==> src/core/actoc_pkg.sv <==
package actoc_pkg;

  // ------------------------------------------------------------
  // register offsets
  // ------------------------------------------------------------
  localparam logic [7:0] ADDR_GLOBAL_CLOCK = 8'h09;
  localparam logic [7:0] ADDR_CLOCK_DIV = 8'h0B;
  localparam logic [7:0] ADDR_TEST_PATTERN = 8'h0D;
  localparam logic [7:0] ADDR_OFFSET_TRIM = 8'h10;
  localparam logic [7:0] ADDR_OUT_FORMAT = 8'h14;
  localparam logic [7:0] ADDR_CLOCK_PHASE = 8'h16;
  localparam logic [7:0] ADDR_CLK_OUT_DELAY = 8'h17;

  // ------------------------------------------------------------
  // reset values
  // ------------------------------------------------------------
  localparam logic [7:0] RST_GLOBAL_CLOCK = 8'h01;
  localparam logic [7:0] RST_CLOCK_DIV = 8'h00;
  localparam logic [7:0] RST_TEST_PATTERN = 8'h00;
  localparam logic [7:0] RST_OFFSET_TRIM = 8'h00;
  localparam logic [7:0] RST_OUT_FORMAT = 8'h00;
  localparam logic [7:0] RST_CLOCK_PHASE = 8'h00;
  localparam logic [7:0] RST_CLK_OUT_DELAY = 8'h00;

  // ------------------------------------------------------------
  // implemented bits per register; open bits read as zero
  // ------------------------------------------------------------
  localparam logic [7:0] MASK_GLOBAL_CLOCK = 8'h01;
  localparam logic [7:0] MASK_CLOCK_DIV = 8'h07;
  localparam logic [7:0] MASK_TEST_PATTERN = 8'h37;
  localparam logic [7:0] MASK_OFFSET_TRIM = 8'h3F;
  localparam logic [7:0] MASK_OUT_FORMAT = 8'hF7;
  localparam logic [7:0] MASK_CLOCK_PHASE = 8'h87;
  localparam logic [7:0] MASK_CLK_OUT_DELAY = 8'h1F;

  // ------------------------------------------------------------
  // field positions
  // ------------------------------------------------------------
  localparam int DCS_EN_BIT = 0;
  localparam int DIV_RATIO_LSB = 0;
  localparam int DIV_RATIO_W = 3;
  localparam int TP_SEL_LSB = 0;
  localparam int TP_SEL_W = 3;
  localparam int TP_RST_SHORT_BIT = 4;
  localparam int TP_RST_LONG_BIT = 5;
  localparam int OFFSET_LSB = 0;
  localparam int OFFSET_W = 6;
  localparam int FMT_LSB = 0;
  localparam int FMT_W = 2;
  localparam int FMT_INVERT_BIT = 2;
  localparam int FMT_OE_BAR_BIT = 4;
  localparam int FMT_INTERLEAVE_BIT = 5;
  localparam int FMT_LVDS_BIT = 6;
  localparam int FMT_DRIVE_BIT = 7;
  localparam int PHASE_LSB = 0;
  localparam int PHASE_W = 3;
  localparam int CLK_OUT_INVERT_BIT = 7;
  localparam int CLK_OUT_DELAY_LSB = 0;
  localparam int CLK_OUT_DELAY_W = 5;

  // ------------------------------------------------------------
  // pseudo_random generator lengths and taps
  // ------------------------------------------------------------
  localparam int PRN_LONG_LEN = 23;
  localparam int PRN_LONG_TAP = 18;
  localparam int PRN_SHORT_LEN = 9;
  localparam int PRN_SHORT_TAP = 5;

  // ------------------------------------------------------------
  // encodings
  // ------------------------------------------------------------
  typedef enum logic [2:0] {
    TP_OFF = 3'h0,
    TP_MIDSCALE = 3'h1,
    TP_POS_FULL_SCALE = 3'h2,
    TP_NEG_FULL_SCALE = 3'h3,
    TP_CHECKER = 3'h4,
    TP_PRN_LONG = 3'h5,
    TP_PRN_SHORT = 3'h6,
    TP_WORD_TOGGLE = 3'h7
  } actoc_pattern_t;

  typedef enum logic [1:0] {
    FMT_OFFSET_BIN = 2'h0,
    FMT_TWOS = 2'h1,
    FMT_GRAY = 2'h2,
    FMT_OFFSET_BIN2 = 2'h3
  } actoc_format_t;

endpackage

==> src/core/actoc_core.sv <==
`timescale 1ns/10ps
module actoc_core #(
  parameter int W = 12,
  parameter int NCH = 2
) (
  input wire logic core_clk,
  input wire logic arst_n,
  input wire logic reg_wr,
  input wire logic reg_rd,
  input wire logic [7:0] reg_addr,
  input wire logic [7:0] reg_wdata,
  input wire logic [NCH-1:0] reg_chan,
  output logic [7:0] reg_rdata,
  input wire logic [NCH-1:0][W-1:0] adc_data,
  output logic [NCH-1:0][W-1:0] out_data,
  output logic [NCH-1:0] out_oe_n,
  output logic sample_en,
  output logic dcs_active,
  output logic out_lvds,
  output logic out_interleave,
  output logic out_drive_low,
  output logic data_clock_out_invert,
  output logic [4:0] data_clock_out_delay
);

  logic [7:0] global_clock_config_reg;
  logic [7:0] clock_divide_ratio_reg;
  logic [7:0] clock_phase_config_reg;
  logic [7:0] data_clock_delay_reg;
  logic [NCH-1:0][7:0] output_test_pattern_reg;
  logic [NCH-1:0][7:0] channel_offset_trim_reg;
  logic [NCH-1:0][7:0] output_format_config_reg;
  logic [2:0] phase_cnt_reg;
  logic [2:0] div_cnt_reg;
  logic div_restart;
  logic [2:0] div_ratio;
  logic [7:0] rd_next;
  int rd_ch;

  assign div_ratio = clock_divide_ratio_reg[actoc_pkg::DIV_RATIO_LSB +:
    actoc_pkg::DIV_RATIO_W];
  assign div_restart = reg_wr && (reg_addr == actoc_pkg::ADDR_CLOCK_DIV ||
    reg_addr == actoc_pkg::ADDR_CLOCK_PHASE);

  // ------------------------------------------------------------
  // global registers
  // ------------------------------------------------------------
  always_ff @(posedge core_clk or negedge arst_n)
  begin
    if (!arst_n)
    begin
      global_clock_config_reg <= actoc_pkg::RST_GLOBAL_CLOCK;
      clock_divide_ratio_reg <= actoc_pkg::RST_CLOCK_DIV;
      clock_phase_config_reg <= actoc_pkg::RST_CLOCK_PHASE;
      data_clock_delay_reg <= actoc_pkg::RST_CLK_OUT_DELAY;
    end
    else if (reg_wr)
    begin
      if (reg_addr == actoc_pkg::ADDR_GLOBAL_CLOCK)
        global_clock_config_reg <= reg_wdata & actoc_pkg::MASK_GLOBAL_CLOCK;
      if (reg_addr == actoc_pkg::ADDR_CLOCK_DIV)
        clock_divide_ratio_reg <= reg_wdata & actoc_pkg::MASK_CLOCK_DIV;
      if (reg_addr == actoc_pkg::ADDR_CLOCK_PHASE)
        clock_phase_config_reg <= reg_wdata & actoc_pkg::MASK_CLOCK_PHASE;
      if (reg_addr == actoc_pkg::ADDR_CLK_OUT_DELAY)
        data_clock_delay_reg <= reg_wdata & actoc_pkg::MASK_CLK_OUT_DELAY;
    end
  end

  // ------------------------------------------------------------
  // per-channel registers: a write lands in every selected channel
  // ------------------------------------------------------------
  generate
    for (genvar c = 0; c < NCH; c++)
    begin : g_ch
      always_ff @(posedge core_clk or negedge arst_n)
      begin
        if (!arst_n)
        begin
          output_test_pattern_reg[c] <= actoc_pkg::RST_TEST_PATTERN;
          channel_offset_trim_reg[c] <= actoc_pkg::RST_OFFSET_TRIM;
          output_format_config_reg[c] <= actoc_pkg::RST_OUT_FORMAT;
        end
        else if (reg_wr && reg_chan[c])
        begin
          if (reg_addr == actoc_pkg::ADDR_TEST_PATTERN)
            output_test_pattern_reg[c] <=
              reg_wdata & actoc_pkg::MASK_TEST_PATTERN;
          if (reg_addr == actoc_pkg::ADDR_OFFSET_TRIM)
            channel_offset_trim_reg[c] <=
              reg_wdata & actoc_pkg::MASK_OFFSET_TRIM;
          if (reg_addr == actoc_pkg::ADDR_OUT_FORMAT)
            output_format_config_reg[c] <=
              reg_wdata & actoc_pkg::MASK_OUT_FORMAT;
        end
      end

      actoc_pattern_gen #(
        .W(W)
      ) u_gen (
        .core_clk(core_clk),
        .arst_n(arst_n),
        .sample_en(sample_en),
        .adc_data(adc_data[c]),
        .test_cfg(output_test_pattern_reg[c]),
        .offset_cfg(channel_offset_trim_reg[c]),
        .format_cfg(output_format_config_reg[c]),
        .out_data(out_data[c])
      );

      always_ff @(posedge core_clk or negedge arst_n)
      begin
        if (!arst_n)
          out_oe_n[c] <= 1'b0;
        else
          out_oe_n[c] <=
            output_format_config_reg[c][actoc_pkg::FMT_OE_BAR_BIT];
      end
    end
  endgenerate

  // ------------------------------------------------------------
  // readback: lowest selected channel answers for local registers
  // ------------------------------------------------------------
  always_comb
  begin
    rd_ch = 0;
    for (int i = NCH - 1; i >= 0; i--)
      if (reg_chan[i])
        rd_ch = i;
    unique case (reg_addr)
      actoc_pkg::ADDR_GLOBAL_CLOCK: rd_next = global_clock_config_reg;
      actoc_pkg::ADDR_CLOCK_DIV: rd_next = clock_divide_ratio_reg;
      actoc_pkg::ADDR_TEST_PATTERN: rd_next = output_test_pattern_reg[rd_ch];
      actoc_pkg::ADDR_OFFSET_TRIM: rd_next = channel_offset_trim_reg[rd_ch];
      actoc_pkg::ADDR_OUT_FORMAT: rd_next = output_format_config_reg[rd_ch];
      actoc_pkg::ADDR_CLOCK_PHASE: rd_next = clock_phase_config_reg;
      actoc_pkg::ADDR_CLK_OUT_DELAY: rd_next = data_clock_delay_reg;
      default: rd_next = 8'h00;
    endcase
  end

  always_ff @(posedge core_clk or negedge arst_n)
  begin
    if (!arst_n)
      reg_rdata <= 8'h00;
    else if (reg_rd)
      reg_rdata <= rd_next;
  end

  // ------------------------------------------------------------
  // input clock divider with phase slip
  // ------------------------------------------------------------
  // a write to ratio or phase restarts the divider, so the slip is
  // measured from a known point rather than from an arbitrary count
  always_ff @(posedge core_clk or negedge arst_n)
  begin
    if (!arst_n)
    begin
      phase_cnt_reg <= 3'h0;
      div_cnt_reg <= 3'h0;
      sample_en <= 1'b0;
    end
    else if (div_restart)
    begin
      phase_cnt_reg <= (reg_addr == actoc_pkg::ADDR_CLOCK_PHASE) ?
        reg_wdata[actoc_pkg::PHASE_LSB +: actoc_pkg::PHASE_W] :
        clock_phase_config_reg[actoc_pkg::PHASE_LSB +:
          actoc_pkg::PHASE_W];
      div_cnt_reg <= 3'h0;
      sample_en <= 1'b0;
    end
    else if (phase_cnt_reg != 3'h0)
    begin
      phase_cnt_reg <= phase_cnt_reg - 3'h1;
      sample_en <= 1'b0;
    end
    else if (div_cnt_reg == div_ratio)
    begin
      div_cnt_reg <= 3'h0;
      sample_en <= 1'b1;
    end
    else
    begin
      div_cnt_reg <= div_cnt_reg + 3'h1;
      sample_en <= 1'b0;
    end
  end

  // ------------------------------------------------------------
  // clock and output configuration levels
  // ------------------------------------------------------------
  always_ff @(posedge core_clk or negedge arst_n)
  begin
    if (!arst_n)
    begin
      dcs_active <= 1'b1;
      out_lvds <= 1'b0;
      out_interleave <= 1'b0;
      out_drive_low <= 1'b0;
      data_clock_out_invert <= 1'b0;
      data_clock_out_delay <= 5'h00;
    end
    else
    begin
      dcs_active <= global_clock_config_reg[actoc_pkg::DCS_EN_BIT] ||
        (div_ratio != 3'h0);
      out_lvds <= output_format_config_reg[0][actoc_pkg::FMT_LVDS_BIT];
      out_interleave <=
        output_format_config_reg[0][actoc_pkg::FMT_INTERLEAVE_BIT];
      out_drive_low <= output_format_config_reg[0][actoc_pkg::FMT_DRIVE_BIT];
      data_clock_out_invert <=
        clock_phase_config_reg[actoc_pkg::CLK_OUT_INVERT_BIT];
      data_clock_out_delay <=
        data_clock_delay_reg[actoc_pkg::CLK_OUT_DELAY_LSB +:
        actoc_pkg::CLK_OUT_DELAY_W];
    end
  end

endmodule

==> src/core/actoc_pattern_gen.sv <==
`timescale 1ns/10ps
module actoc_pattern_gen #(
  parameter int W = 12
) (
  input wire logic core_clk,
  input wire logic arst_n,
  input wire logic sample_en,
  input wire logic [W-1:0] adc_data,
  input wire logic [7:0] test_cfg,
  input wire logic [7:0] offset_cfg,
  input wire logic [7:0] format_cfg,
  output logic [W-1:0] out_data
);

  localparam int LL = actoc_pkg::PRN_LONG_LEN;
  localparam int SL = actoc_pkg::PRN_SHORT_LEN;
  localparam logic [W-1:0] MIDSCALE = {1'b1, {(W-1){1'b0}}};
  localparam logic [W-1:0] POS_FULL = {W{1'b1}};
  localparam logic [W-1:0] NEG_FULL = {W{1'b0}};
  localparam logic [W-1:0] CHECKER = {(W/2){2'b10}};
  localparam logic signed [W+1:0] MAX_CODE = {2'b00, {W{1'b1}}};

  actoc_pkg::actoc_pattern_t sel;
  actoc_pkg::actoc_format_t fmt;
  logic [LL-1:0] prn_long_reg;
  logic [SL-1:0] prn_short_reg;
  logic phase_reg;
  logic signed [W+1:0] trimmed;
  logic [W-1:0] normal_code;
  logic [W-1:0] out_next;

  assign sel = actoc_pkg::actoc_pattern_t'(
    test_cfg[actoc_pkg::TP_SEL_LSB +: actoc_pkg::TP_SEL_W]);
  assign fmt = actoc_pkg::actoc_format_t'(
    format_cfg[actoc_pkg::FMT_LSB +: actoc_pkg::FMT_W]);

  // ------------------------------------------------------------
  // pattern sequencers, advanced once per output sample
  // ------------------------------------------------------------
  always_ff @(posedge core_clk or negedge arst_n)
  begin
    if (!arst_n)
      phase_reg <= 1'b0;
    else if (sample_en)
      phase_reg <= ~phase_reg;
  end

  // the reset bits hold the generator at its seed for as long as set
  always_ff @(posedge core_clk or negedge arst_n)
  begin
    if (!arst_n)
      prn_long_reg <= {LL{1'b1}};
    else if (test_cfg[actoc_pkg::TP_RST_LONG_BIT])
      prn_long_reg <= {LL{1'b1}};
    else if (sample_en)
      prn_long_reg <= {prn_long_reg[LL-2:0],
        prn_long_reg[LL-1] ^ prn_long_reg[actoc_pkg::PRN_LONG_TAP-1]};
  end

  always_ff @(posedge core_clk or negedge arst_n)
  begin
    if (!arst_n)
      prn_short_reg <= {SL{1'b1}};
    else if (test_cfg[actoc_pkg::TP_RST_SHORT_BIT])
      prn_short_reg <= {SL{1'b1}};
    else if (sample_en)
      prn_short_reg <= {prn_short_reg[SL-2:0],
        prn_short_reg[SL-1] ^ prn_short_reg[actoc_pkg::PRN_SHORT_TAP-1]};
  end

  // ------------------------------------------------------------
  // normal path: offset trim with saturation, offset binary in
  // ------------------------------------------------------------
  always_comb
  begin
    trimmed = $signed({2'b00, adc_data}) + $signed({{(W-4){
      offset_cfg[actoc_pkg::OFFSET_W-1]}},
      offset_cfg[actoc_pkg::OFFSET_LSB +: actoc_pkg::OFFSET_W]});
    if (trimmed < 0)
      normal_code = NEG_FULL;
    else if (trimmed > MAX_CODE)
      normal_code = POS_FULL;
    else
      normal_code = trimmed[W-1:0];
  end

  // ------------------------------------------------------------
  // word select; bit patterns bypass the code format but still take the invert
  // ------------------------------------------------------------
  function automatic logic [W-1:0] apply_fmt(input logic [W-1:0] code,
    input actoc_pkg::actoc_format_t f);
    logic [W-1:0] r;
    r = code;
    if (f == actoc_pkg::FMT_TWOS)
      r = {~code[W-1], code[W-2:0]};
    else if (f == actoc_pkg::FMT_GRAY)
      r = code ^ (code >> 1);
    return r;
  endfunction

  always_comb
  begin
    out_next = apply_fmt(normal_code, fmt);
    unique case (sel)
      actoc_pkg::TP_OFF:
        out_next = apply_fmt(normal_code, fmt);
      actoc_pkg::TP_MIDSCALE:
        out_next = apply_fmt(MIDSCALE, fmt);
      actoc_pkg::TP_POS_FULL_SCALE:
        out_next = apply_fmt(POS_FULL, fmt);
      actoc_pkg::TP_NEG_FULL_SCALE:
        out_next = apply_fmt(NEG_FULL, fmt);
      actoc_pkg::TP_CHECKER:
        out_next = phase_reg ? ~CHECKER : CHECKER;
      actoc_pkg::TP_PRN_LONG:
        out_next = prn_long_reg[W-1:0];
      actoc_pkg::TP_PRN_SHORT:
        out_next = {{(W-SL){1'b0}}, prn_short_reg};
      actoc_pkg::TP_WORD_TOGGLE:
        out_next = phase_reg ? NEG_FULL : POS_FULL;
    endcase
    if (format_cfg[actoc_pkg::FMT_INVERT_BIT])
      out_next = ~out_next;
  end

  always_ff @(posedge core_clk or negedge arst_n)
  begin
    if (!arst_n)
      out_data <= {W{1'b0}};
    else if (sample_en)
      out_data <= out_next;
  end

endmodule

==> config.mk <==
export PLATFORM = sky130hd
export DESIGN_NAME = actoc_core
export DESIGN_NICKNAME = d
export VERILOG_FILES = /design/src/core/actoc_pkg.sv /design/src/core/actoc_core.sv /design/src/core/actoc_pattern_gen.sv
export SDC_FILE = /design/constraint.sdc
export NUM_CORES = 1
export LEC_CHECK = 0
export ABC_CLOCK_PERIOD_IN_PS = 3800
export BUFFER_PORTS_ARGS = -buffer_cell sky130_fd_sc_hd__buf_2
export CAP_MARGIN = 0
export CORE_MARGIN = 2
export CORE_UTILIZATION = 42
export DETAILED_ROUTE_END_ITERATION = 7
export GPL_TIMING_DRIVEN = 0
export MAX_ROUTING_LAYER = met4
export SYNTH_ARGS = -nofsm -noshare
export SYNTH_HDL_FRONTEND = slang
export SYNTH_SLANG_ARGS = --single-unit
export TNS_END_PERCENT = 5
==> constraint.sdc <==
create_clock -name core_clk -period 3.8 [get_ports core_clk]
set_clock_uncertainty 0.2 [all_clocks]
set_input_delay 0.57 -clock core_clk [delete_from_list [all_inputs] [get_ports core_clk]]
set_output_delay 0.57 -clock core_clk [all_outputs]
set_load 0.02 [all_outputs]
==> impl_metrics.json, run 1 <==
{
  "outcome": "completed",
  "synth.area.top_cells": "dfrtp_1 24%, dfstp_2 17%, mux2_2 7.0%, a211o_1 3.7%, ha_1 3.5%",
  "relSlewSlack": 0.1265,
  "crit_arrival_ps": 3720,
  "cts_sinks": 166,
  "cap_violations": 0,
  "min_period_ps": 3625,
  "n_antenna_cell": 0,
  "synth_top_cell_area_share": 0.2428,
  "largest_reg_flops": 46,
  "crit_type": "register to register",
  "area_growth_pct": 14.44,
  "finalNonFillerCells": 1495,
  "io_pins": 91,
  "die_h_um": 160.6,
  "cts_tree": "built",
  "syn_nets": 1126,
  "globalRouteOverflowTotal": 0,
  "min_path_type": "input pin to register",
  "syn_avg_cell_area_um2": 9.824,
  "synthArstFlopShare": 1.000,
  "synth-seq-area-share": 0.4111,
  "grt_pass1_vias": 8293,
  "drc_errors": 0,
  "dieWidth_um": 160.6,
  "postRouteAntennaNets": 0,
  "rsz0062_at_grt": "no",
  "cts_root_buf": "clkbuf_16",
  "grt_usage": 0.2194,
  "ys_ff_latch": 166,
  "p_leak_nw": 5.292,
  "io_buffers": 88,
  "nets": 1235,
  "htreeDepth": 4,
  "rows": 57,
  "synth.most_common_cell": "dfrtp_1",
  "setup_violations": 0,
  "nFillCells": 2320,
  "core_um2": 24180,
  "final_util": 0.4878,
  "worstPathRequired_ps": 3900,
  "hold_viol_final": 0,
  "start_util": 0.4262,
  "start_kind": "register",
  "drive_gt1_frac": 0.2417,
  "slew_violations": 0,
  "endpoint_kind": "register",
  "timing.fmax_ghz": 0.2759,
  "syn_inst": 1049,
  "insertion_delay_ps": 430,
  "routed_via_density": 5.698,
  "worst_slew_pin_slew_ps": 1300,
  "clockBufferDepth": 2,
  "grt_pass1_wl_mm": 44.08,
  "ys_warn_count": 0,
  "num_vias": 8519,
  "synth.distinct_cells": 82,
  "synth_edf_count": 0,
  "grt_max_degree": 87,
  "antenna_found_initial": 0,
  "place_inst": 1462,
  "yosysTopAreaCell": "dfrtp_1",
  "syn_area_um2": 10300,
  "drtIter0Drc": 603,
  "wl_per_cell_um": 18.17,
  "powerDensity_nw_per_um2": 577.2,
  "cts_buffers": 17,
  "first_pass_iters": 5,
  "critPathMaxFanout": 4,
  "ys.flop_type": "dfrtp_1",
  "post-route-period-util": 0.9540,
  "place_congestion": 0.8960,
  "yosys-top-cells-count": "100 x dfrtp_1, 76 x nor2_1, 72 x a21oi_1",
  "routed_wl_mm": 27.17,
  "die_area_um2": 25800,
  "hpwlAfterDp_mm": 20.12,
  "ir_drop_mv": 0.3822,
  "clk_pin_slew_ps": 70
}
[path summary, 6_finish.rpt]
| kind | start | endpoint | slack [ps] | cells after the start |
|---|---|---|---|---|
| worst min register to register | output_format_config_reg[7] | out_drive_low | 200 | 0 |
| worst max register to register | channel_offset_trim_reg[8] | g_ch[1].u_gen.out_data[9] | 170 | 12 |
| max in group asynchronous | arst_n | channel_offset_trim_reg[5] | 2020 | 3 |
| worst min-delay path | reg_wdata[6] | output_format_config_reg[6] | 180 | 2 |
| min in group asynchronous | arst_n | g_ch[1].u_gen.out_data[9] | 520 | 2 |
| worst max-delay path | channel_offset_trim_reg[8] | g_ch[1].u_gen.out_data[9] | 170 | 12 |
[metrics by stage]
| step | TNS [ps] | total power, mW | setup WS [ps] | area, um2 | hold slack (ps) |
|---|---|---|---|---|---|
| final | 0 | 6.806 | 174.9 | 11790 | 184.9 |
| after CTS | 0 | 6.849 | 90.72 | 11770 | 178.0 |
| after floorplan | 0 | 4.426 | 370.6 | 10300 | 74.41 |
| after global placement | -65200 | 5.065 | -667.8 | 11150 | 179.6 |
| after detailed placement | -41.79 | 5.123 | -41.79 | 11190 | 187.8 |
| after global routing | 0 | 7.240 | 24.92 | 11790 | 181.1 |
[cell type report]
class / instances / area (um2) / share of cell area
Sequential cell: 166 / 4239 / 0.3595
Clock inverter: 13 / 141.4 / 0.01199
Buffer: 62 / 242.7 / 0.02058
Multi-Input combinational cell: 794 / 5742 / 0.4869
Tap cell: 324 / 405.4 / 0.03438
Clock buffer: 19 / 432.9 / 0.03671
Inverter: 27 / 101.3 / 0.008594
Timing Repair Buffer: 90 / 488.0 / 0.04138
[metal layers]
| metal | share of wire | vias up | wire length (um) | track usage |
|---|---|---|---|---|
| li1 | - | 4138 | - | - |
| met1 | 0.48 | 4185 | 12950 | 0.3017 |
| met2 | 0.48 | 166 | 12940 | 0.3454 |
| met3 | 0.033 | 30 | 886 | 0.03022 |
| met4 | 0.015 | 0 | 395 | 0.05242 |
| met5 | 0 | - | 0 | - |
[what timing repair did]
| item | in CTS | in global routing |
|---|---|---|
| setup endpoints to repair | 0 | 12 |
| hold buffers | 1 | 0 |
| resized for setup | 0 | 6 |
| endpoints found under the hold margin | 29 | 0 |
| buffers inserted | 0 | 0 |
[cells in the final DEF (no fill, tap or decap), types with 43 or more instances in the layout]
master | Yosys | routed
a211o_1 | 43 | 43
dfrtp_1 | 100 | 98
a21oi_1 | 72 | 71
mux2_2 | 64 | 64
nor2b_1 | 52 | 52
nand2_1 | 59 | 59
buf_2 | 4 | 91
nor2_1 | 76 | 76
dfstp_2 | 66 | 66
clkbuf_1 | 49 | 51
[logic make-up after synthesis]
| kind of cell | synth area share |
|---|---|
| AOI/OAI and AO/OA | 0.2235 |
| DFF | 0.4111 |
| and+or+nand+nor | 0.1559 |
| xor gates and xnor gates | 0.02890 |
| muxes | 0.1061 |
| buffers and inverters | 0.03339 |
| adders and majority gates | 0.04104 |
[critical path, cell delays in order, from the launching register on]
cell	delay, ps
dfrtp_1	440
ha_2	240
inv_1	50
fa_1	440
nor2b_4	160
o31a_4	150
o211ai_2	140
a2111o_1	480
and3_1	200
or4_1	490
a31oi_2	210
xnor2_1	190
a21oi_1	110
[power breakdown]
group / internal, mW / total, mW / switching (mW)
Combinational: 0.944 / 2.15 / 1.20
Sequential: 2.54 / 2.94 / 0.407
Clock: 0.927 / 1.72 / 0.790
No activity file was read; power rests on OpenSTA's default activity.
==> inputs of run 2 (changes only) <==
Settings changed: ABC_AREA set to 1.
==> impl_metrics.json, run 2 <==
{
  "outcome": "completed",
  "ys_warn_count": 0,
  "final_common_cell": "nand2_1",
  "grt_max_degree": 99,
  "yosys-top-cells-count": "440 x nand2_1, 139 x inv_1, 138 x nand3_1",
  "routed_wl_mm": 29.15,
  "cap_violations": 0,
  "syn_area_um2": 10250,
  "p_int_mw": 4.204,
  "dieWidth_um": 160.2,
  "nets": 1589,
  "drc_errors": 0,
  "cts_root_buf": "clkbuf_16",
  "power_switching_mw": 2.410,
  "swShare": 0.3644,
  "finalNonFillerCells": 1849,
  "core_um2": 24110,
  "rows": 57,
  "synth.area.top_cells": "dfrtp_1 24%, dfstp_2 17%, nand2_1 16%, nand3_1 6.7%, o21ai_0 5.9%",
  "post-cts-setup-buffers": 0,
  "place_inst": 1816,
  "clockBufferDepth": 2,
  "routed_via_density": 5.246,
  "die_area_um2": 25670,
  "cts_buffers": 17,
  "post-route-period-util": 0.8138,
  "reg2reg_slack_ps": 710,
  "area_growth_pct": 14.57,
  "seqPwrFrac": 0.437,
  "mostFrequentLayoutCells": "440 x nand2_1, 139 x inv_1, 138 x nand3_1",
  "cts_sinks": 166,
  "syn_avg_cell_area_um2": 7.305,
  "worst_slew_pin_slew_ps": 881.0,
  "report.power.total_mw": 6.614,
  "crit_type": "register to register",
  "ys.flop_type": "dfrtp_1",
  "io_pins": 91,
  "ys_ff_latch": 166,
  "syn_nets": 1480,
  "rsz0062_at_grt": "no",
  "die_h_um": 160.2,
  "slew_violations": 0,
  "drive_gt1_frac": 0.1495,
  "pwr-share-clk": 0.269,
  "synth_edf_count": 0,
  "largest_reg_flops": 46,
  "globalRouteOverflowTotal": 0,
  "ir_drop_mv": 0.3060,
  "synth-seq-area-share": 0.4134,
  "combinationalPowerShare": 0.294,
  "post_cts_resized": 0,
  "endpoint_kind": "register",
  "start_util": 0.4252,
  "wl_per_cell_um": 15.76,
  "timing.fmax_ghz": 0.3234,
  "grt_pass1_vias": 9172,
  "clk_pin_slew_ps": 70,
  "htreeDepth": 4,
  "grt_pass1_wl_mm": 48.17,
  "crit_arrival_ps": 3210,
  "synth.most_common_cell": "nand2_1",
  "io_buffers": 88,
  "first_pass_iters": 8,
  "synth_top_cell_area_share": 0.2442,
  "place_congestion": 0.8961,
  "synth.distinct_cells": 51,
  "worstPathRequired_ps": 3920,
  "start_kind": "register",
  "yosysTopAreaCell": "dfrtp_1",
  "drtIter0Drc": 813,
  "critPathMaxFanout": 13,
  "p_leak_nw": 5.755,
  "postRouteAntennaNets": 0,
  "min_path_type": "register to register",
  "setup_tns_ps": 0,
  "syn_inst": 1403,
  "min_period_ps": 3093,
  "setup_violations": 0,
  "n_antenna_cell": 0,
  "relSlewSlack": 0.4082,
  "hpwlAfterDp_mm": 22.01,
  "synthArstFlopShare": 1.000,
  "antenna_found_initial": 0,
  "num_vias": 9700,
  "grt_usage": 0.2386,
  "powerDensity_nw_per_um2": 563.3,
  "insertion_delay_ps": 430,
  "hold_viol_final": 0,
  "cts_tree": "built"
}
## run 2: changes by cell type in the layout (fill, tap and decap cells not counted), moves of 27 or more
| cell | previous run | this run |
|---|---|---|
| inv_1 | 27 | 139 |
| o21ai_0 | 35 | 120 |
| nand2_1 | 59 | 440 |
| a21oi_1 | 71 | 100 |
| a211o_1 | 43 | 0 |
| nand4_1 | 7 | 34 |
| mux2i_1 | 35 | 0 |
| nor2b_1 | 52 | 0 |
| mux2_2 | 64 | 0 |
| nand3_1 | 20 | 138 |
## run 2: path summary, 6_finish.rpt
check	startpoint	to	cells after the start
setup / recovery	channel_offset_trim_reg[5]	g_ch[0].u_gen.out_data[3]	18
setup reg to reg	channel_offset_trim_reg[5]	g_ch[0].u_gen.out_data[3]	18
min in group asynchronous	arst_n	clock_phase_config_reg[1]	2
max in group asynchronous	arst_n	g_ch[0].u_gen.prn_short_reg[6]	3
hold reg to reg	output_format_config_reg[12]	out_oe_n[1]	0
hold / removal	output_format_config_reg[12]	out_oe_n[1]	0
## run 2: cells by family (layout without fill, tap and decap cells)
group	count (synthesis)	after routing	synth area share
xor gates and xnor gates	27	27	0.02564
DFF	166	166	0.4134
AOI/OAI and AO/OA	257	257	0.1350
buffers and inverters	200	322	0.08460
and+or+nand+nor	722	722	0.3020
adders and majority gates	31	31	0.03931
## run 2: layout make-up
| cell class | count | area (um2) |
|---|---|---|
| well taps | 324 | 405.4 |
| repair buffers | 90 | 488.0 |
| inverters | 140 | 525.5 |
| plain buffers | 60 | 341.6 |
| fillers | 2488 | 12360 |
| multi-input cells | 1037 | 5145 |
| clock buffers | 20 | 456.7 |
| flip-flops and latches | 166 | 4237 |
| clock inverters | 12 | 142.6 |
## run 2: timing repair
action / 4_1_cts / 5_1_grt
endpoints found under the setup margin: 0 / 0
endpoints found under the hold margin: 43 / 0
hold buffers: 1 / 0
## run 2: worst max-delay path, cell delays in order, from the launching register on
cell and delay, ps:
dfrtp_1 720, ha_1 410, nand2_1 80, nand2_1 80, nand2_1 60, nand2_1 100
a21oi_2 200, nand2_4 120, nand2_4 150, nand2_4 90, buf_6 140, nand2_1 70
nand3_1 70, nand2_1 80, nand3_1 110, nand2_1 80, nand2_1 50, nand3_1 80
nand2_1 60
## run 2: metal layers
layer  global-route usage  vias to the layer above  wire [um]
li1                     -                     4855          -
met1               0.3304                     4573      13880
met2               0.3737                      232      13540
met3              0.02727                       40       1171
met4              0.06388                        0        552
met5                    -                        -          0
## run 2: stage by stage
step | cell area (um2) | worst slack [ps] | hold slack [ps] | util
2_1_floorplan | 10250 | 1033 | 74.41 | -
3_3_place_gp | 11090 | -707.9 | 192.9 | 0.4602
3_5_place_dp | 11130 | 570.5 | 193.2 | 0.4618
4_1_cts | 11740 | 667.6 | 205.3 | 0.4871
5_1_grt | 11740 | 439.1 | 228.3 | 0.4871
6_report | 11740 | 707.4 | 205.8 | 0.4871
## run 2: power by group through the flow
stage,Combinational (mW),Clock (mW),Sequential (mW)
floorplan,1.20,0,2.95
global placement,1.90,0,2.90
detailed placement,1.94,0,2.92
CTS,1.96,1.80,2.89
global route,2.22,1.88,2.96
finish,1.94,1.78,2.89
==> inputs of run 3 (changes only) <==
Settings changed: ABC_CLOCK_PERIOD_IN_PS 3800 to 3230.
Clock period 3.8 ns to 3.23 ns, I/O delays scaled along.
==> impl_metrics.json, run 3 (synthesized netlist as in run 2, its figures left out) <==
{
  "worstPathRequired_ps": 3340,
  "path_delay_family": "simple AND/OR/NAND/NOR gates",
  "postRouteAntennaNets": 0,
  "setup_tns_ps": 0,
  "grt_max_degree": 99,
  "largest_reg_flops": 46,
  "globalRouteOverflowTotal": 0,
  "timing.fmax_ghz": 0.3380,
  "first_pass_iters": 6,
  "cap_violations": 0,
  "crit_arrival_ps": 3070,
  "post-route-period-util": 0.9159,
  "report.power.total_mw": 7.784,
  "dieWidth_um": 160.2,
  "start_util": 0.4252,
  "powerDensity_nw_per_um2": 662.4,
  "relSlewSlack": 0.4030,
  "io_pins": 91,
  "routed_wl_mm": 29.12,
  "num_vias": 9685,
  "cpMaxStageDelayCell": "fa_1",
  "area_growth_pct": 14.66,
  "cts_tree": "built",
  "io_buffers": 88,
  "slew_violations": 0,
  "cts_sinks": 166,
  "worst_slew_pin_slew_ps": 888.6,
  "seqCellArea_um2": 4239,
  "max_stage_delay_ps": 420,
  "ir_drop_mv": 0.3591,
  "setup_violations": 0,
  "htreeDepth": 4,
  "min_path_type": "input pin to register",
  "p_leak_nw": 5.754,
  "clk_pin_slew_ps": 70,
  "n_antenna_cell": 0,
  "critPathMaxFanout": 10,
  "min_period_ps": 2958,
  "grt_pass1_wl_mm": 48.17,
  "endpoint_kind": "register",
  "start_kind": "register",
  "antenna_found_initial": 0,
  "hpwlAfterDp_mm": 22.01,
  "outcome": "completed",
  "hold_viol_final": 0,
  "critical_path_buf_inv_count": 3,
  "cpMostUsedCell": "nand2_1",
  "drc_errors": 0,
  "nets": 1590,
  "final_common_cell": "nand2_1",
  "core_um2": 24110,
  "drtIter0Drc": 811,
  "mostFrequentLayoutCells": "440 x nand2_1, 138 x inv_1, 138 x nand3_1",
  "place_congestion": 0.8961,
  "drive_gt1_frac": 0.1520,
  "die_area_um2": 25670,
  "grt_pass1_vias": 9172,
  "grt_usage": 0.2386,
  "wl_per_cell_um": 15.74,
  "rows": 57,
  "nFillCells": 2489,
  "insertion_delay_ps": 430,
  "rsz0062_at_grt": "no",
  "routed_via_density": 5.235,
  "crit_type": "register to register",
  "clockBufferDepth": 2,
  "cts_root_buf": "clkbuf_16",
  "crit_chain": "ha_1 -> inv_1 -> fa_1 -> inv_1 -> nand3_1 -> nand2_1 -> nand3_1 -> nand3_1 -> nand2_1 -> nand2_4 -> nand2_4 -> buf_6 -> nand2_1 -> nand3_1 -> nand2_1 -> nand3_1 -> nand2_1 -> nand2_1 -> nand3_1 -> nand2_1",
  "die_h_um": 160.2,
  "multi_input_area_um2": 5145,
  "cts_buffers": 17
}
## run 3: changes by cell type in the layout (fill, tap and decap cells not counted)
| cell | delta |
|---|---|
| buf_4 | +1 |
| dfrtp_1 | -2 |
| dfrtp_2 | +2 |
| inv_1 | -1 |
| inv_2 | +1 |
## run 3: final timing paths
path	start	end	slack (ps)	cells past startpoint
setup reg to reg	channel_offset_trim_reg[0]	g_ch[0].u_gen.out_data[3]	270	20
hold / removal	reg_wdata[3]	channel_offset_trim_reg[11]	130	3
hold reg to reg	output_format_config_reg[12]	out_oe_n[1]	210	0
max in group asynchronous	arst_n	channel_offset_trim_reg[5]	1530	3
setup / recovery	channel_offset_trim_reg[0]	g_ch[0].u_gen.out_data[3]	270	20
min in group asynchronous	arst_n	clock_phase_config_reg[1]	400	2
## run 3: worst reg2reg max path, stage by stage, from the launching register on
cell	delay (ps)
dfrtp_1	390
ha_1	210
inv_1	60
fa_1	420
inv_1	90
nand3_1	70
nand2_1	150
nand3_1	110
nand3_1	80
nand2_1	80
nand2_4	140
nand2_4	90
buf_6	140
nand2_1	70
nand3_1	70
nand2_1	80
nand3_1	110
nand2_1	80
nand2_1	50
nand3_1	80
nand2_1	60
## run 3: timing repair
item | 4_1_cts | 5_1_grt
setup endpoints to repair | 0 | 20
setup buffers | 0 | 1
hold buffers | 1 | 0
endpoints found under the hold margin | 43 | 0
resized for setup | 0 | 3
## run 3: area by class of cell
class	instances	share of cell area
Clock inverter	12	0.01214
Buffer	60	0.02907
Inverter	140	0.04472
Clock buffer	20	0.03886
Sequential cell	166	0.3607
Tap cell	324	0.03450
Multi-Input combinational cell	1037	0.4378
Timing Repair Buffer	91	0.04216
## run 3: power breakdown
group | total, mW | internal [mW] | switching [mW] | leakage (nW)
combinational | 2.29 | 0.796 | 1.49 | 3.45
clock | 2.09 | 1.19 | 0.900 | 0.286
sequential | 3.40 | 2.96 | 0.447 | 2.02
## run 3: per-stage QoR
stage | setup slack, ps | cells | utilization | hold WS (ps) | instance area (um2)
after floorplan | 548.5 | 1403 | - | -11.09 | 10250
after global placement | -1192 | 1815 | 0.4602 | 192.9 | 11090
after detailed placement | 85.96 | 1816 | 0.4618 | 193.2 | 11130
after CTS | 97.64 | 1849 | 0.4871 | 124.1 | 11740
after global routing | 30.35 | 1850 | 0.4875 | 147.9 | 11750
final | 271.5 | 1850 | 0.4875 | 131.6 | 11750
## run 3: layer usage
metal,GRT usage,share of wire
met5,-,0
met4,0.06388,0.019
met3,0.02727,0.042
met2,0.3737,0.46
met1,0.3304,0.48
